`src/rtl/cbt_map.svh`:
```
// constants for the branch and carry-bit instruction timing block
// assumes the includer compiles it once per unit; cycles are core clocks
// Notes on behaviour
// - and-not-bit into carry: 2 bytes, 2 cycles
// - or-bit into carry: 2 bytes, 2 cycles
// - or-not-bit into carry: 2 bytes, 2 cycles
// - copy bit to carry: 2 bytes, 2 cycles
// - copy carry to bit: 2 bytes, 2 cycles
// - carry branches: 2 bytes, 2 or 3 cycles
// - bit branches: 3 bytes, 3 or 4 cycles
// - branch-and-clear bit: 3 bytes, 3/4 cycles
// - absolute call: 2 bytes, 3 cycles
// - long call: 3 bytes, 4 cycles
// - subroutine return: 1 byte, 5 cycles
// - interrupt return: 1 byte, 5 cycles
// - short relative jump: 2 bytes, 3 cycles
// - indirect pointer jump: 1 byte, 3 cycles
// - accumulator zero branches: 2 bytes, 2/3 cycles
// - compare acc with direct: 3 bytes, 3/4
// - compare acc with immediate: 3 bytes, 3/4
// - compare register with immediate: 3/4 cycles
// - compare indirect with immediate: 3 bytes, 4/5
// - decrement register branch: 2 bytes, 2/3 cycles
// - decrement direct branch: 3 bytes, 3/4 cycles
`ifndef CBT_MAP_SVH
`define CBT_MAP_SVH

// -----------------------------------------------------------------
// opcodes
// -----------------------------------------------------------------
`define CBT_OP_ANDN   8'hB0
`define CBT_OP_OR     8'h72
`define CBT_OP_ORN    8'hA0
`define CBT_OP_LDC    8'hA2
`define CBT_OP_STC    8'h92
`define CBT_OP_JC     8'h40
`define CBT_OP_JNC    8'h50
`define CBT_OP_JB     8'h20
`define CBT_OP_JNB    8'h30
`define CBT_OP_JBC    8'h10
`define CBT_OP_ABSOLUTE_CALL  8'b???1_0001
`define CBT_OP_LONG_CALL  8'h12
`define CBT_OP_RET    8'h22
`define CBT_OP_INTERRUPT_RETURN   8'h32
`define CBT_OP_SHORT_RELATIVE_JUMP   8'h80
`define CBT_OP_JMPI   8'h73
`define CBT_OP_JZ     8'h60
`define CBT_OP_JNZ    8'h70
`define CBT_OP_CJD    8'hB5
`define CBT_OP_CJI    8'hB4
`define CBT_OP_CJR    8'b1011_1???
`define CBT_OP_CJX    8'b1011_011?
`define CBT_OP_DJR    8'b1101_1???
`define CBT_OP_DJD    8'hD5

// -----------------------------------------------------------------
// lengths in bytes and cycle counts
// -----------------------------------------------------------------
`define CBT_LEN_1     2'h1
`define CBT_LEN_2     2'h2
`define CBT_LEN_3     2'h3
`define CBT_CYC_1     3'h1
`define CBT_CYC_2     3'h2
`define CBT_CYC_3     3'h3
`define CBT_CYC_4     3'h4
`define CBT_CYC_5     3'h5
`define CBT_CNT_FIRST 3'h1
`define CBT_BYTE_ZERO 8'h00
`define CBT_BYTE_ONE  8'h01

`endif

```
`src/rtl/cbt_pkg.sv`:
```
// types for the branch and carry-bit instruction timing block
// assumes cbt_map.svh supplies all numeric constants
package cbt_pkg;

	// -----------------------------------------------------------------
	// enums
	// -----------------------------------------------------------------
	typedef enum logic [1:0] {
		CBT_IDLE = 2'b00,
		CBT_EXEC = 2'b01
	} cbt_state_e;

	typedef enum logic [3:0] {
		CBT_CND_NONE, CBT_CND_C, CBT_CND_NC, CBT_CND_B, CBT_CND_NB,
		CBT_CND_BC, CBT_CND_Z, CBT_CND_NZ, CBT_CND_NE, CBT_CND_DJ
	} cbt_cond_e;

	typedef enum logic [2:0] {
		CBT_FX_NONE, CBT_FX_ANDN, CBT_FX_OR, CBT_FX_ORN, CBT_FX_LDC, CBT_FX_STC
	} cbt_fx_e;

	// -----------------------------------------------------------------
	// structs
	// -----------------------------------------------------------------
	typedef struct packed {
		logic       known;
		logic [1:0] len;
		logic [2:0] cyc_nt;
		logic [2:0] cyc_tk;
		cbt_cond_e  cond;
		cbt_fx_e    fx;
	} cbt_dec_s;

	typedef struct packed {
		logic       carry;
		logic       bitv;
		logic [7:0] acc;
		logic [7:0] lhs;
		logic [7:0] rhs;
		logic [7:0] dec;
	} cbt_opnd_s;

	typedef struct packed {
		logic       known;
		logic [1:0] len;
		logic [2:0] cycles;
		logic       taken;
		logic       carry_wr;
		logic       carry_val;
		logic       bit_wr;
		logic       bit_val;
		logic       dec_wr;
		logic [7:0] dec_val;
	} cbt_res_s;

endpackage : cbt_pkg

```
`src/rtl/cbt_timing.sv`:
```
// instruction length and cycle sequencer for carry-bit and branch operations
// assumes opcode and operands come from core logic on the same clock
`timescale 1ns/1ps
`include "cbt_map.svh"

module cbt_timing (
	input  wire logic              clk,
	input  wire logic              rst,
	input  wire logic              start,
	input  wire logic [7:0]        opcode,
	input  wire cbt_pkg::cbt_opnd_s opnd,
	output logic                   ready,
	output logic                   busy,
	output logic                   done,
	output cbt_pkg::cbt_res_s      res
);

	// -----------------------------------------------------------------
	// decode
	// -----------------------------------------------------------------
	function automatic cbt_pkg::cbt_dec_s cbt_decode(input logic [7:0] op);
		cbt_pkg::cbt_dec_s d;
		d.known  = 1'b1;
		d.len    = `CBT_LEN_1;
		d.cyc_nt = `CBT_CYC_1;
		d.cyc_tk = `CBT_CYC_1;
		d.cond   = cbt_pkg::CBT_CND_NONE;
		d.fx     = cbt_pkg::CBT_FX_NONE;
		casez (op)
			`CBT_OP_ANDN: begin
				d.len = `CBT_LEN_2; d.cyc_nt = `CBT_CYC_2; d.fx = cbt_pkg::CBT_FX_ANDN;
			end
			`CBT_OP_OR: begin
				d.len = `CBT_LEN_2; d.cyc_nt = `CBT_CYC_2; d.fx = cbt_pkg::CBT_FX_OR;
			end
			`CBT_OP_ORN: begin
				d.len = `CBT_LEN_2; d.cyc_nt = `CBT_CYC_2; d.fx = cbt_pkg::CBT_FX_ORN;
			end
			`CBT_OP_LDC: begin
				d.len = `CBT_LEN_2; d.cyc_nt = `CBT_CYC_2; d.fx = cbt_pkg::CBT_FX_LDC;
			end
			`CBT_OP_STC: begin
				d.len = `CBT_LEN_2; d.cyc_nt = `CBT_CYC_2; d.fx = cbt_pkg::CBT_FX_STC;
			end
			`CBT_OP_JC, `CBT_OP_JNC: begin
				d.len = `CBT_LEN_2; d.cyc_nt = `CBT_CYC_2; d.cyc_tk = `CBT_CYC_3;
				d.cond = (op == `CBT_OP_JC) ? cbt_pkg::CBT_CND_C : cbt_pkg::CBT_CND_NC;
			end
			`CBT_OP_JB, `CBT_OP_JNB: begin
				d.len = `CBT_LEN_3; d.cyc_nt = `CBT_CYC_3; d.cyc_tk = `CBT_CYC_4;
				d.cond = (op == `CBT_OP_JB) ? cbt_pkg::CBT_CND_B : cbt_pkg::CBT_CND_NB;
			end
			`CBT_OP_JBC: begin
				d.len = `CBT_LEN_3; d.cyc_nt = `CBT_CYC_3; d.cyc_tk = `CBT_CYC_4;
				d.cond = cbt_pkg::CBT_CND_BC;
			end
			`CBT_OP_ABSOLUTE_CALL: begin
				d.len = `CBT_LEN_2; d.cyc_nt = `CBT_CYC_3;
			end
			`CBT_OP_LONG_CALL: begin
				d.len = `CBT_LEN_3; d.cyc_nt = `CBT_CYC_4;
			end
			`CBT_OP_RET, `CBT_OP_INTERRUPT_RETURN: begin
				d.len = `CBT_LEN_1; d.cyc_nt = `CBT_CYC_5;
			end
			`CBT_OP_SHORT_RELATIVE_JUMP: begin
				d.len = `CBT_LEN_2; d.cyc_nt = `CBT_CYC_3;
			end
			`CBT_OP_JMPI: begin
				d.len = `CBT_LEN_1; d.cyc_nt = `CBT_CYC_3;
			end
			`CBT_OP_JZ, `CBT_OP_JNZ: begin
				d.len = `CBT_LEN_2; d.cyc_nt = `CBT_CYC_2; d.cyc_tk = `CBT_CYC_3;
				d.cond = (op == `CBT_OP_JZ) ? cbt_pkg::CBT_CND_Z : cbt_pkg::CBT_CND_NZ;
			end
			`CBT_OP_CJD, `CBT_OP_CJI, `CBT_OP_CJR: begin
				d.len = `CBT_LEN_3; d.cyc_nt = `CBT_CYC_3; d.cyc_tk = `CBT_CYC_4;
				d.cond = cbt_pkg::CBT_CND_NE;
			end
			`CBT_OP_CJX: begin
				d.len = `CBT_LEN_3; d.cyc_nt = `CBT_CYC_4; d.cyc_tk = `CBT_CYC_5;
				d.cond = cbt_pkg::CBT_CND_NE;
			end
			`CBT_OP_DJR: begin
				d.len = `CBT_LEN_2; d.cyc_nt = `CBT_CYC_2; d.cyc_tk = `CBT_CYC_3;
				d.cond = cbt_pkg::CBT_CND_DJ;
			end
			`CBT_OP_DJD: begin
				d.len = `CBT_LEN_3; d.cyc_nt = `CBT_CYC_3; d.cyc_tk = `CBT_CYC_4;
				d.cond = cbt_pkg::CBT_CND_DJ;
			end
			default: begin
				// outside this block's set: one byte, one cycle, flagged unknown
				d.known = 1'b0;
			end
		endcase
		if (d.cond == cbt_pkg::CBT_CND_NONE) begin
			d.cyc_tk = d.cyc_nt;
		end
		return d;
	endfunction : cbt_decode

	// -----------------------------------------------------------------
	// branch condition
	// -----------------------------------------------------------------
	function automatic logic cbt_taken(input cbt_pkg::cbt_cond_e c,
	                                   input cbt_pkg::cbt_opnd_s o);
		logic t;
		t = 1'b0;
		case (c)
			cbt_pkg::CBT_CND_C:  t = o.carry;
			cbt_pkg::CBT_CND_NC: t = ~o.carry;
			cbt_pkg::CBT_CND_B:  t = o.bitv;
			cbt_pkg::CBT_CND_NB: t = ~o.bitv;
			cbt_pkg::CBT_CND_BC: t = o.bitv;
			cbt_pkg::CBT_CND_Z:  t = (o.acc == `CBT_BYTE_ZERO);
			cbt_pkg::CBT_CND_NZ: t = (o.acc != `CBT_BYTE_ZERO);
			cbt_pkg::CBT_CND_NE: t = (o.lhs != o.rhs);
			cbt_pkg::CBT_CND_DJ: t = (o.dec != `CBT_BYTE_ONE);
			default:             t = 1'b0;
		endcase
		return t;
	endfunction : cbt_taken

	// -----------------------------------------------------------------
	// sequencer
	// -----------------------------------------------------------------
	cbt_pkg::cbt_state_e state_q;
	cbt_pkg::cbt_state_e state_d;
	logic [2:0]          cnt_q;
	logic [2:0]          cnt_d;
	cbt_pkg::cbt_res_s   res_q;
	cbt_pkg::cbt_res_s   res_d;
	cbt_pkg::cbt_dec_s   dec_w;
	logic                take_w;
	logic                accept;

	assign dec_w  = cbt_decode(opcode);
	assign take_w = cbt_taken(dec_w.cond, opnd);
	assign busy   = (state_q == cbt_pkg::CBT_EXEC);
	assign done   = busy && (cnt_q == res_q.cycles);
	// back to back: a new opcode may enter in the final cycle of the last
	assign ready  = !busy || done;
	assign accept = start && ready;
	assign res    = res_q;

	always_comb begin
		state_d = state_q;
		cnt_d   = cnt_q;
		res_d   = res_q;
		if (busy && !done) begin
			cnt_d = cnt_q + `CBT_CNT_FIRST;
		end
		if (accept) begin
			state_d          = cbt_pkg::CBT_EXEC;
			cnt_d            = `CBT_CNT_FIRST;
			res_d.known      = dec_w.known;
			res_d.len        = dec_w.len;
			res_d.taken      = take_w;
			res_d.cycles     = take_w ? dec_w.cyc_tk : dec_w.cyc_nt;
			res_d.carry_wr   = (dec_w.fx != cbt_pkg::CBT_FX_NONE) &&
			                   (dec_w.fx != cbt_pkg::CBT_FX_STC);
			res_d.carry_val  = opnd.carry;
			res_d.bit_wr     = (dec_w.fx == cbt_pkg::CBT_FX_STC) ||
			                   (dec_w.cond == cbt_pkg::CBT_CND_BC && take_w);
			res_d.bit_val    = (dec_w.fx == cbt_pkg::CBT_FX_STC) ? opnd.carry : 1'b0;
			res_d.dec_wr     = (dec_w.cond == cbt_pkg::CBT_CND_DJ);
			res_d.dec_val    = opnd.dec - `CBT_BYTE_ONE;
			case (dec_w.fx)
				cbt_pkg::CBT_FX_ANDN: res_d.carry_val = opnd.carry & ~opnd.bitv;
				cbt_pkg::CBT_FX_OR:   res_d.carry_val = opnd.carry | opnd.bitv;
				cbt_pkg::CBT_FX_ORN:  res_d.carry_val = opnd.carry | ~opnd.bitv;
				cbt_pkg::CBT_FX_LDC:  res_d.carry_val = opnd.bitv;
				default:              res_d.carry_val = opnd.carry;
			endcase
		end else if (done) begin
			state_d = cbt_pkg::CBT_IDLE;
		end
	end

	always_ff @(posedge clk or posedge rst) begin
		if (rst) begin
			state_q <= cbt_pkg::CBT_IDLE;
			cnt_q   <= `CBT_CNT_FIRST;
			res_q   <= '0;
		end else begin
			state_q <= state_d;
			cnt_q   <= cnt_d;
			res_q   <= res_d;
		end
	end

	// -----------------------------------------------------------------
	// checks
	// -----------------------------------------------------------------
	chk_andn_two_cyc: assert property (@(posedge clk) disable iff (rst)
		accept && opcode == `CBT_OP_ANDN |=> !done ##1 (done && res.len == `CBT_LEN_2))
		else $error("and-not carry op timing wrong");
	chk_or_two_cyc: assert property (@(posedge clk) disable iff (rst)
		accept && opcode == `CBT_OP_OR |=> !done ##1 (done && res.len == `CBT_LEN_2))
		else $error("or carry op timing wrong");
	chk_orn_two_cyc: assert property (@(posedge clk) disable iff (rst)
		accept && opcode == `CBT_OP_ORN |=> !done ##1 (done && res.carry_wr))
		else $error("or-not carry op timing wrong");
	chk_ldc_carry_val: assert property (@(posedge clk) disable iff (rst)
		accept && opcode == `CBT_OP_LDC |=> res.carry_val == $past(opnd.bitv) ##1 done)
		else $error("copy bit to carry wrong");
	chk_stc_bit_write: assert property (@(posedge clk) disable iff (rst)
		accept && opcode == `CBT_OP_STC |=> (res.bit_wr && !done) ##1 done)
		else $error("copy carry to bit wrong");
	chk_carry_br_taken: assert property (@(posedge clk) disable iff (rst)
		accept && opcode == `CBT_OP_JC && opnd.carry |=> (!done)[*2] ##1 done)
		else $error("carry branch taken timing wrong");
	chk_carry_br_skip: assert property (@(posedge clk) disable iff (rst)
		accept && opcode == `CBT_OP_JNC && opnd.carry |=> !done ##1 done)
		else $error("carry branch skip timing wrong");
	chk_bit_br_taken: assert property (@(posedge clk) disable iff (rst)
		accept && opcode == `CBT_OP_JNB && !opnd.bitv |=> (!done)[*3] ##1 done)
		else $error("bit branch timing wrong");
	chk_jbc_clears_bit: assert property (@(posedge clk) disable iff (rst)
		accept && opcode == `CBT_OP_JBC && opnd.bitv |=> res.bit_wr && !res.bit_val
		&& res.cycles == `CBT_CYC_4)
		else $error("branch-and-clear wrong");
	chk_absolute_call_cyc: assert property (@(posedge clk) disable iff (rst)
		accept && opcode ==? `CBT_OP_ABSOLUTE_CALL |=> (!done)[*2] ##1 done)
		else $error("absolute call timing wrong");
	chk_long_call_cyc: assert property (@(posedge clk) disable iff (rst)
		accept && opcode == `CBT_OP_LONG_CALL |=> (!done)[*3] ##1 (done && res.len == `CBT_LEN_3))
		else $error("long call timing wrong");
	chk_ret_cyc: assert property (@(posedge clk) disable iff (rst)
		accept && opcode == `CBT_OP_RET |=> (!done)[*4] ##1 done)
		else $error("return timing wrong");
	chk_interrupt_return_cyc: assert property (@(posedge clk) disable iff (rst)
		accept && opcode == `CBT_OP_INTERRUPT_RETURN |=> (busy && res.len == `CBT_LEN_1)[*5])
		else $error("interrupt return timing wrong");
	chk_short_relative_jump_cyc: assert property (@(posedge clk) disable iff (rst)
		accept && opcode == `CBT_OP_SHORT_RELATIVE_JUMP |=> (!done)[*2] ##1 done)
		else $error("short jump timing wrong");
	chk_jmpi_cyc: assert property (@(posedge clk) disable iff (rst)
		accept && opcode == `CBT_OP_JMPI |=> (!done)[*2] ##1 done)
		else $error("indirect jump timing wrong");
	chk_acc_br_cyc: assert property (@(posedge clk) disable iff (rst)
		accept && opcode == `CBT_OP_JZ |=>
		res.cycles == ((|$past(opnd.acc)) ? `CBT_CYC_2 : `CBT_CYC_3))
		else $error("accumulator branch timing wrong");
	chk_compare_branch_not_equal_dir_cyc: assert property (@(posedge clk) disable iff (rst)
		accept && opcode == `CBT_OP_CJD && opnd.lhs == opnd.rhs |=> (!done)[*2] ##1 done)
		else $error("compare direct timing wrong");
	chk_compare_branch_not_equal_imm_cyc: assert property (@(posedge clk) disable iff (rst)
		accept && opcode == `CBT_OP_CJI && opnd.lhs != opnd.rhs |=> (!done)[*3] ##1 done)
		else $error("compare immediate timing wrong");
	chk_compare_branch_not_equal_reg_cyc: assert property (@(posedge clk) disable iff (rst)
		accept && opcode ==? `CBT_OP_CJR && opnd.lhs != opnd.rhs |=> (!done)[*3] ##1 done)
		else $error("compare register timing wrong");
	chk_compare_branch_not_equal_ind_cyc: assert property (@(posedge clk) disable iff (rst)
		accept && opcode ==? `CBT_OP_CJX && opnd.lhs != opnd.rhs |=> (!done)[*4] ##1 done)
		else $error("compare indirect timing wrong");
	chk_decrement_branch_nonzero_reg_cyc: assert property (@(posedge clk) disable iff (rst)
		accept && opcode ==? `CBT_OP_DJR && opnd.dec == `CBT_BYTE_ONE |=> !done ##1 done)
		else $error("decrement register timing wrong");
	chk_decrement_branch_nonzero_dir_cyc: assert property (@(posedge clk) disable iff (rst)
		accept && opcode == `CBT_OP_DJD && opnd.dec != `CBT_BYTE_ONE |=> (!done)[*3] ##1 done)
		else $error("decrement direct timing wrong");
	chk_taken_long: assert property (@(posedge clk) disable iff (rst)
		accept && dec_w.cond != cbt_pkg::CBT_CND_NONE |=>
		res.cycles == ($past(take_w) ? $past(dec_w.cyc_tk) : $past(dec_w.cyc_nt)))
		else $error("taken branch count choice wrong");
	chk_done_at_count: assert property (@(posedge clk) disable iff (rst)
		done && !start |=> !busy)
		else $error("sequencer overran final cycle");
	chk_jc_skip_cyc: assert property (@(posedge clk) disable iff (rst)
		accept && opcode == `CBT_OP_JC && !opnd.carry |=> !done ##1 done)
		else $error("carry branch skip timing wrong");
	chk_jnc_take_cyc: assert property (@(posedge clk) disable iff (rst)
		accept && opcode == `CBT_OP_JNC && !opnd.carry |=> (!done)[*2] ##1 done)
		else $error("carry clear branch timing wrong");
	chk_jb_skip_cyc: assert property (@(posedge clk) disable iff (rst)
		accept && opcode == `CBT_OP_JB && !opnd.bitv |=> (!done)[*2] ##1 done)
		else $error("bit branch skip timing wrong");
	chk_jb_take_cyc: assert property (@(posedge clk) disable iff (rst)
		accept && opcode == `CBT_OP_JB && opnd.bitv |=> (!done)[*3] ##1 done)
		else $error("bit branch taken timing wrong");
	chk_jbc_skip_keep: assert property (@(posedge clk) disable iff (rst)
		accept && opcode == `CBT_OP_JBC && !opnd.bitv |=> !res.bit_wr && res.cycles == `CBT_CYC_3)
		else $error("branch-and-clear skip wrong");
	chk_jz_take_cyc: assert property (@(posedge clk) disable iff (rst)
		accept && opcode == `CBT_OP_JZ && opnd.acc == `CBT_BYTE_ZERO |=> (!done)[*2] ##1 done)
		else $error("zero branch taken timing wrong");
	chk_jnz_skip_cyc: assert property (@(posedge clk) disable iff (rst)
		accept && opcode == `CBT_OP_JNZ && opnd.acc == `CBT_BYTE_ZERO |=> !done ##1 done)
		else $error("nonzero branch skip timing wrong");
	chk_cjd_take_cyc: assert property (@(posedge clk) disable iff (rst)
		accept && opcode == `CBT_OP_CJD && opnd.lhs != opnd.rhs |=> (!done)[*3] ##1 done)
		else $error("compare direct taken timing wrong");
	chk_cji_skip_cyc: assert property (@(posedge clk) disable iff (rst)
		accept && opcode == `CBT_OP_CJI && opnd.lhs == opnd.rhs |=> (!done)[*2] ##1 done)
		else $error("compare immediate skip timing wrong");
	chk_cjr_skip_len: assert property (@(posedge clk) disable iff (rst)
		accept && opcode ==? `CBT_OP_CJR && opnd.lhs == opnd.rhs |=>
		(!done)[*2] ##1 (done && res.len == `CBT_LEN_3))
		else $error("compare register skip wrong");
	chk_cjx_skip_len: assert property (@(posedge clk) disable iff (rst)
		accept && opcode ==? `CBT_OP_CJX && opnd.lhs == opnd.rhs |=>
		(!done)[*3] ##1 (done && res.len == `CBT_LEN_3))
		else $error("compare indirect skip wrong");
	chk_djr_take_val: assert property (@(posedge clk) disable iff (rst)
		accept && opcode ==? `CBT_OP_DJR && opnd.dec != `CBT_BYTE_ONE |=> (!done)[*2] ##1
		(done && res.dec_val == $past(opnd.dec, 3) - `CBT_BYTE_ONE))
		else $error("decrement register taken wrong");
	chk_djd_skip_cyc: assert property (@(posedge clk) disable iff (rst)
		accept && opcode == `CBT_OP_DJD && opnd.dec == `CBT_BYTE_ONE |=> (!done)[*2] ##1 done)
		else $error("decrement direct skip timing wrong");
	chk_jmpi_len: assert property (@(posedge clk) disable iff (rst)
		accept && opcode == `CBT_OP_JMPI |=> res.len == `CBT_LEN_1 && !res.taken)
		else $error("indirect jump length wrong");
	chk_short_relative_jump_len: assert property (@(posedge clk) disable iff (rst)
		accept && opcode == `CBT_OP_SHORT_RELATIVE_JUMP |=> res.len == `CBT_LEN_2)
		else $error("short jump length wrong");
	chk_absolute_call_len: assert property (@(posedge clk) disable iff (rst)
		accept && opcode ==? `CBT_OP_ABSOLUTE_CALL |=> res.len == `CBT_LEN_2)
		else $error("absolute call length wrong");
	chk_stc_bit_val: assert property (@(posedge clk) disable iff (rst)
		accept && opcode == `CBT_OP_STC |=> res.bit_val == $past(opnd.carry) && !res.carry_wr)
		else $error("copy carry to bit value wrong");
	chk_andn_val: assert property (@(posedge clk) disable iff (rst)
		accept && opcode == `CBT_OP_ANDN |=> res.carry_val == ($past(opnd.carry) & ~$past(opnd.bitv)))
		else $error("and-not carry value wrong");
	chk_or_val: assert property (@(posedge clk) disable iff (rst)
		accept && opcode == `CBT_OP_OR |=> res.carry_val == ($past(opnd.carry) | $past(opnd.bitv)))
		else $error("or carry value wrong");
	chk_orn_val: assert property (@(posedge clk) disable iff (rst)
		accept && opcode == `CBT_OP_ORN |=> res.carry_val == ($past(opnd.carry) | ~$past(opnd.bitv)))
		else $error("or-not carry value wrong");
	chk_ldc_len: assert property (@(posedge clk) disable iff (rst)
		accept && opcode == `CBT_OP_LDC |=> res.len == `CBT_LEN_2 && res.carry_wr)
		else $error("copy bit to carry length wrong");
	chk_busy_no_take: assert property (@(posedge clk) disable iff (rst)
		start && !ready |=> $stable(res))
		else $error("request taken while busy");
	chk_done_one_cyc: assert property (@(posedge clk) disable iff (rst)
		done && !start |=> !done)
		else $error("done held past one cycle");

endmodule : cbt_timing

```
`config.mk`:
```
export PLATFORM = sky130hd
export DESIGN_NAME = cbt_timing
export DESIGN_NICKNAME = d
export VERILOG_FILES = /design/src/rtl/cbt_pkg.sv /design/src/rtl/cbt_timing.sv
export VERILOG_INCLUDE_DIRS = /design/src /design/src/rtl
export SDC_FILE = /design/constraint.sdc
export NUM_CORES = 1
export LEC_CHECK = 0
export ABC_AREA = 1
export ABC_CLOCK_PERIOD_IN_PS = 1900
export BUFFER_PORTS_ARGS = -buffer_cell sky130_fd_sc_hd__buf_2
export CAP_MARGIN = 10
export CELL_PAD_IN_SITES_DETAIL_PLACEMENT = 1
export CELL_PAD_IN_SITES_GLOBAL_PLACEMENT = 1
export CORE_MARGIN = 10
export CORE_UTILIZATION = 34
export CTS_CLUSTER_DIAMETER = 30
export DETAILED_ROUTE_END_ITERATION = 12
export GPL_TIMING_DRIVEN = 0
export HOLD_SLACK_MARGIN = 0.05
export PLACE_DENSITY = 0.91
export SLEW_MARGIN = 20
export SYNTH_ARGS = -nofsm -noshare
export SYNTH_HDL_FRONTEND = slang
export SYNTH_SLANG_ARGS = --single-unit
export TNS_END_PERCENT = 30
```
`constraint.sdc`:
```
create_clock -name clk -period 1.9 [get_ports clk]
set_input_delay 0.285 -clock clk [delete_from_list [all_inputs] [get_ports clk]]
set_output_delay 0.285 -clock clk [all_outputs]
set_load 0.05 [all_outputs]
```
==> impl_results.md <==
* Status: completed
* Depth of the CTS H-tree at 1
* Crit path required time at roughly 1.6 ns
* IO Port Bufs at between 60 and 70
* Area of the core at between 0.005 and 0.006 mm^2
* Unrepaired setup endpoints after global routing: no
* Slowest library cell on the worst path: dfstp_2
* Antenna Cells at 0
* R2r setup slk at around 0.16 ns
* Register area share after synthesis at 30.8%
* Synth Register Bits at 24
* Maximum VDD drop at between 1000 and 1500 uV
* Grt ovf at 0
* Post-synthesis cell area at around 0.0020 mm^2
* DRT met1 WL at roughly 2600 um
* Min Tclk post-route at ~1.8 ns
* Drt pass-1 iters at 4
* Yosys cell types at 34
* Drt total wl at ~6500 um
* Setup_tns at 0 ns
* Post-layout instance area at approximately 0.0024 mm^2
* Crit Path Max Fanout at 4
* Reg2reg end: res[10]
* Worst Path Arrival at about 1.5 ns
* Cell family with the largest share of critical-path delay: flip-flops
* Detail Placement HPWL at approximately 5500 um
* CP endpoint kind: output pin
* Routability cong. at approximately 0.89
* WP buf/inv at 1
* Yosys Warn Count at 0
* Largest net degree at the start of global routing at 25
* Clock Root Buffer: clkbuf_8
* DR iter-0 viols at slightly above 50
* Syn Nets at between 300 and 400
* First-pass GRT wire length at between 10000 and 15000 um
* Slew Limit Headroom at between 40% and 50%
* Final nets at 422
* Synth-to-layout area growth at 24.3%
* Synth Instances at about 300
* Reg2Reg Depth at 8
* Number of core rows at 27
* Ratio of cells with drive above 1 in the final layout at roughly a quarter
* DRC at 0
* Fmax at around 0.57 GHz
* Max layer used: met4
* Vias at between 2000 and 2500
* Vias in the first global route at ~2400
* TritonCTS Buffers at 3
* Clk_lat worst skew at about 0.26 ns
* Gr usage total at ~14%
* Slew Limit Fails at 0
* CP Cell Sequence: xnor2_1 > nand3_1 > nand2_2 > buf_2
* Die H at approximately 96 um
* Final ANT Viol Nets at 0
* Die width at approximately 96 um
* Final Hold Fails at 0
* WL/cell at 14.7 um
* IO Pins at 68
* Max incr delay on CP at approximately 0.57 ns
* Initial antenna violation count at 0
* Clock Pin Slew Worst Setup and Hold Paths at about 0.080 ns
* TritonCTS clock tree: built
* Cell Area, Placed at roughly 0.0024 mm^2
* CTS max path bufs at 2
* Startpoint Class: flip-flop
* Final Cycle Share at between 90 and 100%
* Met3 routed WL at ~280 um
* Fill cells at 774
* Worst hold path type: in -> async
* Final Power at 3.12 mW
* Reg2Reg Launch Point: cnt_q[0]
* Worst-margin pin slew at 0.896 ns
* CTS Hold Bufs at 0
* Vias/cell at slightly below 5
* Die area at approximately 0.009 mm^2
* Clk sinks at 24
* Initial Util at between 30% and 40%
* Synth Area per Inst at approximately 6.4 um^2
* Max_cap viols at 0
* Wire length on met2 at between 3000 and 4000 um
* P_leak at about 1.4 nW
* Pwr dens at 1280 mW/mm^2
* Critical path type: reg -> out
* Clock Skews at slightly below 0.005 ns
* Final setup fails at 0
## power breakdown
part / internal [mW] / total (mW) / switching [mW] / leakage (nW)
registers: 0.728 / 0.883 / 0.155 / 0.302
logic: 0.479 / 1.90 / 1.42 / 1.03
clock network: 0.185 / 0.343 / 0.158 / 0.0288
total: 1.39 / 3.12 / 1.73 / 1.36
## cell type report
type	count	area [um^2]	area share, %
plain buffers	6	33.8	1.39
clock buffers	4	55.1	2.26
inverters	36	138	5.66
multi-input cells	238	1190	48.8
flip-flops and latches	24	602	24.8
well taps	72	90.1	3.71
repair buffers	65	325	13.4
## sequential cells by signal, indices dropped and copies added (netlist names)
signal and flops:
res 20, cnt_q 3, state_q 1
## worst max-delay path by stage
stage	endpoint	cells past startpoint	slack (ns)	start
2_1_floorplan	done	3	0.03	res[14]
3_3_place_gp	res[10]	8	0.26	cnt_q[0]
3_5_place_dp	res[10]	8	0.20	cnt_q[0]
4_1_cts	res[10]	8	0.12	cnt_q[0]
5_1_grt	res[12]	6	0.005	cnt_q[0]
6_report	ready	4	0.13	cnt_q[0]
## worst register-to-register path: cells and delay by family, from the launching register on
kind,cells,cell delay (ns)
AND/OR/NAND/NOR,4,0.48
AO/OA/AOI/OAI,1,0.17
buffers and inverters,2,0.30
flip-flops,1,0.57
XOR/XNOR,1,0.13
## through the flow
| stage | utilization [%] | hold slack [ns] | cells | worst slack [ns] |
|---|---|---|---|---|
| final | 43.9 | 0.196 | 445 | 0.132 |
| after global routing | 43.9 | 0.271 | 445 | 0.00547 |
| after CTS | 43.8 | 0.244 | 445 | 0.122 |
| after detailed placement | 42.8 | 0.477 | 441 | 0.199 |
| after global placement | 42.8 | 0.460 | 441 | 0.264 |
| after floorplan | - | 0.299 | 304 | 0.0276 |
## cell families after synthesis
| group | share of synthesized area [%] |
|---|---|
| buffers and inverters | 8.64 |
| muxes | 0.512 |
| DFF | 30.8 |
| xor gates and xnor gates | 6.27 |
| adders and majority gates | 1.92 |
| and+or+nand+nor | 43.6 |
| AOI/OAI and AO/OA | 8.32 |
## routing by layer
layer	up-vias	global-route usage, %
li1	1098	-
met1	1037	15.7
met2	46	28.2
met3	10	2.41
met4	0	3.07
met5	-	0
## synth_stat cells
library cell,count,area share (%)
mux2i_1,1,0.51
a21oi_2,1,0.45
nand3b_1,4,1.5
ha_1,3,1.9
a22o_1,1,0.45
o21ai_0,18,4.6
xor2_1,5,2.2
inv_2,4,0.77
buf_4,1,0.38
o31ai_1,1,0.38
nor2_1,49,9.4
inv_4,1,0.32
o21ai_2,1,0.45
inv_1,31,6.0
nor3_1,6,1.5
nand2_2,1,0.32
clkbuf_1,1,0.19
nand3_1,20,5.1
nand2_1,94,18
nand3_2,3,1.5
nand2_4,1,0.58
nor2_2,4,1.3
o21bai_1,1,0.38
o211ai_1,1,0.38
buf_2,4,1.0
a31oi_1,1,0.32
dfstp_2,1,1.3
nand4_1,5,1.6
xnor2_1,9,4.0
o21ai_1,2,0.51
dfrtp_1,23,29
nor2_4,4,2.3
and2_1,1,0.32
o21a_1,1,0.38
## repair_timing
action | CTS | global route
endpoints found under the setup margin | 0 | 1
resized for setup | 0 | 1
buffers inserted | 0 | 0
## layout by cell type (no fill, tap or decap), types with 2 or more instances in the layout
cell,Yosys,final
nor3_1,6,6
nand2_1,94,93
xnor2_1,9,9
nand2_2,1,2
nand3_1,20,20
nor2_4,4,4
inv_1,31,31
nand4_1,5,5
buf_2,4,68
inv_2,4,4
ha_1,3,3
o21ai_1,2,2
dfrtp_1,23,23
o21ai_0,18,18
nand3_2,3,3
nor2_2,4,4
nand3b_1,4,4
nor2_1,49,49
xor2_1,5,5
clkbuf_8,0,4
(Power assumes the default switching activity.)
